File: src/inc/or_move_literal_pkg.sv
// constants for the or/copy/literal instruction block
package or_move_literal_pkg;
    localparam int          INSTR_WIDTH     = 14;
    localparam int          DATA_WIDTH      = 8;
    localparam int          ADDR_WIDTH      = 7;
    // opcode fields
    localparam logic [5:0]  OPC_OR_FILE     = 6'h04;
    localparam logic [5:0]  OPC_COPY_FILE   = 6'h08;
    localparam logic [1:0]  OPC_LIT_PREFIX  = 2'h3;
    localparam logic [1:0]  OPC_LIT_SUB     = 2'h0;
    // field positions
    localparam int          DIR_BIT         = 7;
    // reset values
    localparam logic [7:0]  ACC_RESET       = 8'h00;
    localparam logic        ZERO_RESET      = 1'b0;
    typedef enum logic [1:0] {
        OP_NONE,
        OP_OR,
        OP_COPY,
        OP_LITERAL
    } op_type;
endpackage

File: src/core/or_move_literal_ops.sv
// decode and execute of or-into-file, copy-file and literal-load
module or_move_literal_ops
    import or_move_literal_pkg::*;
(
    // clock and reset
    input  wire logic                   CLOCK_IN,
    input  wire logic                   NRST_IN,
    // instruction from fetch, valid for one instruction cycle
    input  wire logic                   INSTR_VALID_IN,
    input  wire logic [INSTR_WIDTH-1:0] INSTR_IN,
    // file register read data for the addressed register
    input  wire logic [DATA_WIDTH-1:0]  FILE_RDATA_IN,
    // file register access
    output logic      [ADDR_WIDTH-1:0]  FILE_ADDR_OUT,
    output logic                        FILE_WE_OUT,
    output logic      [DATA_WIDTH-1:0]  FILE_WDATA_OUT,
    // core state
    output logic      [DATA_WIDTH-1:0]  ACC_OUT,
    output logic                        ZERO_FLAG_OUT,
    output logic                        DONE_OUT
);

    // decode is also used by the checks, so kept as a function
    function automatic op_type decode_op(
        input logic [INSTR_WIDTH-1:0] ins
    );
        op_type op;
        op = OP_NONE;
        if (ins[13:8] == OPC_OR_FILE) begin
            op = OP_OR;
        end else if (ins[13:8] == OPC_COPY_FILE) begin
            op = OP_COPY;
        end else if (ins[13:12] == OPC_LIT_PREFIX &&
                     ins[11:10] == OPC_LIT_SUB) begin
            op = OP_LITERAL; // bits 9:8 not looked at
        end
        return op;
    endfunction

    op_type                  op;
    logic                    dir;
    logic [DATA_WIDTH-1:0]   result;
    logic [DATA_WIDTH-1:0]   acc_q, acc_d;
    logic                    zero_q, zero_d;
    logic                    we_q, we_d;
    logic [DATA_WIDTH-1:0]   wdata_q, wdata_d;
    logic [ADDR_WIDTH-1:0]   addr_q, addr_d;
    logic                    done_q, done_d;

    // file address is combinational from the instruction so the read
    // data returns in the same cycle; registered copy goes with write
    assign op  = INSTR_VALID_IN ? decode_op(INSTR_IN) : OP_NONE;
    assign dir = INSTR_IN[DIR_BIT];

    // next-state: whole instruction resolves in this cycle, no stall
    always_comb begin
        acc_d   = acc_q;
        zero_d  = zero_q;
        we_d    = 1'b0;
        wdata_d = wdata_q;
        addr_d  = addr_q;
        done_d  = 1'b0;
        result  = FILE_RDATA_IN;
        case (op)
            OP_OR: begin
                result = acc_q | FILE_RDATA_IN;
                zero_d = (result == 8'h00);
            end
            OP_COPY: begin
                result = FILE_RDATA_IN;
                zero_d = (result == 8'h00);
            end
            OP_LITERAL: begin
                result = INSTR_IN[7:0];
                acc_d  = INSTR_IN[7:0];
            end
            default: begin
                result = FILE_RDATA_IN;
            end
        endcase
        if (op == OP_OR || op == OP_COPY) begin
            done_d = 1'b1;
            addr_d = INSTR_IN[ADDR_WIDTH-1:0];
            if (!dir) begin
                acc_d = result;
            end else begin
                we_d    = 1'b1;
                wdata_d = result;
            end
        end else if (op == OP_LITERAL) begin
            done_d = 1'b1;
        end
    end

    // registers only
    always_ff @(posedge CLOCK_IN) begin
        if (!NRST_IN) begin
            acc_q   <= ACC_RESET;
            zero_q  <= ZERO_RESET;
            we_q    <= 1'b0;
            wdata_q <= 8'h00;
            addr_q  <= 7'h00;
            done_q  <= 1'b0;
        end else begin
            acc_q   <= acc_d;
            zero_q  <= zero_d;
            we_q    <= we_d;
            wdata_q <= wdata_d;
            addr_q  <= addr_d;
            done_q  <= done_d;
        end
    end

    // read address must be live for same-cycle read; write lags by one
    assign FILE_ADDR_OUT  = we_q ? addr_q : INSTR_IN[ADDR_WIDTH-1:0];
    assign FILE_WE_OUT    = we_q;
    assign FILE_WDATA_OUT = wdata_q;
    assign ACC_OUT        = acc_q;
    assign ZERO_FLAG_OUT  = zero_q;
    assign DONE_OUT       = done_q;
endmodule

File: config.mk
export PLATFORM = sky130hd
export DESIGN_NAME = or_move_literal_ops
export DESIGN_NICKNAME = d
export VERILOG_FILES = /design/src/inc/or_move_literal_pkg.sv /design/src/core/or_move_literal_ops.sv
export SDC_FILE = /design/constraint.sdc
export NUM_CORES = 1
export LEC_CHECK = 0
export ABC_AREA = 1
export BUFFER_PORTS_ARGS = -buffer_cell sky130_fd_sc_hd__buf_2
export CAP_MARGIN = 20
export CORE_ASPECT_RATIO = 0.7
export CORE_MARGIN = 2
export CORE_UTILIZATION = 51
export DETAILED_ROUTE_END_ITERATION = 16
export PLACE_DENSITY = 0.87
export SLEW_MARGIN = 5
export SYNTH_ARGS = -nofsm -noshare
export SYNTH_HDL_FRONTEND = slang
export SYNTH_SLANG_ARGS = --single-unit
File: constraint.sdc
create_clock -name CLOCK_IN -period 1.3 [get_ports CLOCK_IN]
set_input_delay 0.195 -clock CLOCK_IN [delete_from_list [all_inputs] [get_ports CLOCK_IN]]
set_output_delay 0.195 -clock CLOCK_IN [all_outputs]
set_load 0.02 [all_outputs]
## Word level (Yosys, flattened, before mapping)

Cells that the tools add are included.
W data, S select, Z words.

- Input port bits: 25
- Logic and storage cells: 34
- Bits in registers: 26
- Output and inout bits: 26

- Bitwise logic cells: 1
- Eq/ne operators: 6
- Muxes and demuxes: 13
- Reduce and logical (&&, ||, !) cells: 8

Operators with widths:

| cell | count |
|---|---|
| $mux W8 | 3 |
| $logic_not A8 Y1 | 2 |
| $pmux W8 S2 | 1 |
| $mux W2 | 4 |
| $or A8 B8 Y8 | 1 |
| $mux W7 | 1 |
| $eq A2 B2 Y1 const B | 3 |
| $eq A6 B3 Y1 const B | 1 |
| $eq A6 B4 Y1 const B | 1 |
| $reduce_and A2 Y1 | 2 |
| $mux W1 | 3 |
| $eq A2 B1 Y1 const B | 1 |
| $logic_not A2 Y1 | 1 |
| $pmux W1 S2 | 1 |
| $reduce_bool A2 Y1 | 1 |
| $logic_and A1 B1 Y1 | 1 |
| $logic_or A1 B1 Y1 | 1 |

## Longest topological paths before layout

- Word-level depth: 10
- Gate-level depth with buffers: 11
- Depth with buffers taken out: 10

## Worst setup path after synthesis

OpenSTA, ideal clock, no wires.

- Path kind: flip-flop to output port
- Start point: register we_q, in the netlist FILE_WE_OUT
- End point: output port FILE_ADDR_OUT[3]
- Path buffers: 1
- Required time: 1105 ps
- Path slack: -3 ps
- Data arrival time: 1108 ps
- Stages on the path, launching flop included: 3
- Path through: dfxtp_1 > clkbuf_1 > o21ai_0

- Cells in the longest elaborated chain, start to end: 1

Ends and longest elaborated chain:

| item | line | source |
|---|---|---|
| start: declaration | or_move_literal_ops.sv:45 | `logic we_q, we_d;` |
| start signal: assignment | or_move_literal_ops.sv:107 | `we_q <= we_d;` |
| $mux W7 | or_move_literal_ops.sv:115 | `assign FILE_ADDR_OUT = we_q ? addr_q : INSTR_IN[ADDR_WIDTH-1:0];` |
| end: declaration | or_move_literal_ops.sv:14 | `output logic [ADDR_WIDTH-1:0] FILE_ADDR_OUT,` |

Every way passes these cells.

## Worst setup path after layout

- Start point: register we_q, in the netlist FILE_WE_OUT
- End point: output port FILE_ADDR_OUT[2]

The elaborated chain is that of the path after synthesis.

==> results.toml <==
[layout]
multi_input_comb_area_sq_um = 941
fillers = 246
drive_gt1_share_pct = 26.9
fin_util_pct = 70.4
ff_latch_area_sq_um = 522
synthToLayoutAreaGrowth_pct = 33.7
stdcell_area_sq_um = 2170
nets = 360
n_antenna_cell = 0

[floorplan]
io_pins = 51
initial_core_util_pct = 52.7
dieArea_sq_um = 3660
dieHeight_um = 51.2
core_area_sq_um = 3080
die_width_um = 71.4
rows = 17

[cts]
cts_buffer_depth = 2
clkLatencyLatePin_ns = 0.27
cts_setup_buffers = 0
cts_tree = "done"
path_clk_slew_ns = 0.09
cts-root-buf = "clkbuf_8"
clock-sinks = 26
htreeDepth = 1
hold_buffers = 0
cts_buffers = 3

[place]
hpwl_mm = 3.28
gp_congestion = 0.915
io_buffers = 50
dpl_cell_area_sq_um = 2020

[setup_path]
crit_fanout = 7
r2r_slack_ns = 0.13
start_kind = "register"
r2r-start = "ACC_OUT[7]"
crit_start = "FILE_WE_OUT"
r2r-end = "ZERO_FLAG_OUT"
r2r_cells = 7
crit_required_ns = 1.11
cp.arrival_ns = 1.08
worstSetupPathType = "register to output pin"
cp-endpoint = "FILE_ADDR_OUT[2]"
endpoint_kind = "output pin"

[synth]
syn_nets = 298
synth_edf_count = 0
yosysTopAreaCellShare_pct = 32.0
yosysMostFrequentCell = "nand2_1"
synth_warnings = 0
netlist_area_sq_um = 1620
synth_top_area_cell = "dfxtp_1"
synth.area.top_cells = "dfxtp_1, nand2_1, nor2_1"
synthFlopType = "dfxtp_1"
syn-mean-instance-area_sq_um = 5.95
yosysUniqueCellTypes = 22
synth_cells = 273
synth-seq-area-share_pct = 32.0
ys_ff_latch = 26
synth_common_cells = "nand2_1, nor2_1, inv_1"
synthArstFlopShare_pct = 0

[timing]
fmax_mhz = 784
tightest_slew_ns = 0.435
hold_ws_ns = 0.192
max_slew_margin_pct = 71.0
tns_ns = 0
fin_crit_sh_pct = 98.2
hold_violations = 0
setup_violations = 0
drv_slew = 0
fin_skew_ns = 0.00612
min_period_ns = 1.28
rsz0062_at_grt = "true"

[route]
dr.pass1.iters = 4
dr.first_iter.drc_count = 115
wl_per_cell_um = 12.3
route.vias.total = 1880
viasPerCell = 5.05
drc = 0
drt_wl_total_mm = 4.58
ant_nets = 0

[power]
finalPower_mw = 1.77
peakVddDrop_mv = 1.08
p_leak_nw = 1.21
p_per_area_nw_per_um2 = 815

[outcome]
status = "completed"

[grt]
track_usage_pct = 25.2
overflow = 0
grt_pass1_vias = 1652
grt_max_degree = 26
antenna_found_initial = 0
grt_pass1_wl_mm = 7.36

[job]
cap_violations = 0

[hold_path]
min_path_type = "primary input to register"
==> where the power goes <==
part / internal, mW / switching [mW] / leakage [nW]
clock network: 0.412 / 0.249 / 0.0357
registers: 0.807 / 0.00529 / 0.210
logic: 0.114 / 0.183 / 0.963
total: 1.33 / 0.437 / 1.21
==> routing by layer <==
| metal | global-route usage (%) | vias to the layer above | share of wire, % |
|---|---|---|---|
| li1 | - | 967 | - |
| met1 | 35.1 | 827 | 46 |
| met2 | 40.0 | 74 | 45 |
| met3 | 5.72 | 12 | 7.0 |
| met4 | 5.35 | 0 | 1.8 |
| met5 | 0 | - | 0 |
==> cell type report <==
class | count | area share (%)
well taps | 38 | 2.19
flip-flops and latches | 26 | 24.0
repair buffers | 67 | 20.6
multi-input cells | 199 | 43.3
clock buffers | 3 | 1.90
clock inverters | 1 | 1.38
inverters | 38 | 6.57
==> registers in the layout (all words and copies together), names as in the netlist <==
signal          count
FILE_WE_OUT         1
addr_q              7
ZERO_FLAG_OUT       1
DONE_OUT            1
FILE_WDATA_OUT      8
ACC_OUT             8
==> per-stage QoR <==
stage | worst slack, ns | std cells
after floorplan | -0.00251 | 273
after global placement | -0.121 | 367
after detailed placement | -0.155 | 367
after CTS | 0.00343 | 371
after global routing | 0.0000575 | 372
final | 0.0237 | 372
==> cell usage in the layout (no fill, tap or decap) <==
master and count:
nand2_1 70, nor2_1 54, buf_2 43, inv_1 38, nand3_1 27, dfxtp_1 25
buf_4 17, o21ai_0 13, a21oi_1 8, o21ai_2 5, o21ai_1 5, buf_6 4
nor2_2 3, clkbuf_8 3, buf_12 3, nand2_2 2, nor2_4 2, nand2_4 2
nand4_1 2, dfxtp_2 1, nand3_2 1, nand3_4 1, nand4_4 1, a21oi_4 1
nor3_1 1, nand3b_1 1, bufinv_16 1
==> critical path, stage by stage (launching register included) <==
cell	delay, ns
dfxtp_2	0.34
buf_4	0.17
o21ai_1	0.14
buf_4	0.16
==> timing repair <==
item | CTS | global route
cloned | 0 | 1
setup endpoints to repair | 3 | 12
gates resized for setup | 4 | 27
pin swaps | 0 | 3
==> logic make-up (layout without fill, tap and decap cells) <==
kind of cell / after synthesis / after routing / synth area share (%)
AND/OR/NAND/NOR: 167 / 167 / 44.8
flip-flops: 26 / 26 / 32.0
buffers and inverters: 48 / 109 / 12.6
AO/OA/AOI/OAI: 32 / 32 / 10.6
==> worst min-delay path by stage <==
| stage | start | end | cells after the start |
|---|---|---|---|
| after floorplan | NRST_IN | addr_q[0] | 2 |
| after global placement | INSTR_IN[2] | addr_q[2] | 3 |
| after detailed placement | INSTR_IN[6] | addr_q[6] | 3 |
| after CTS | INSTR_IN[0] | addr_q[0] | 3 |
| after global routing | INSTR_IN[2] | addr_q[2] | 3 |
| final | INSTR_IN[0] | addr_q[0] | 3 |
(Power assumes the default switching activity.)
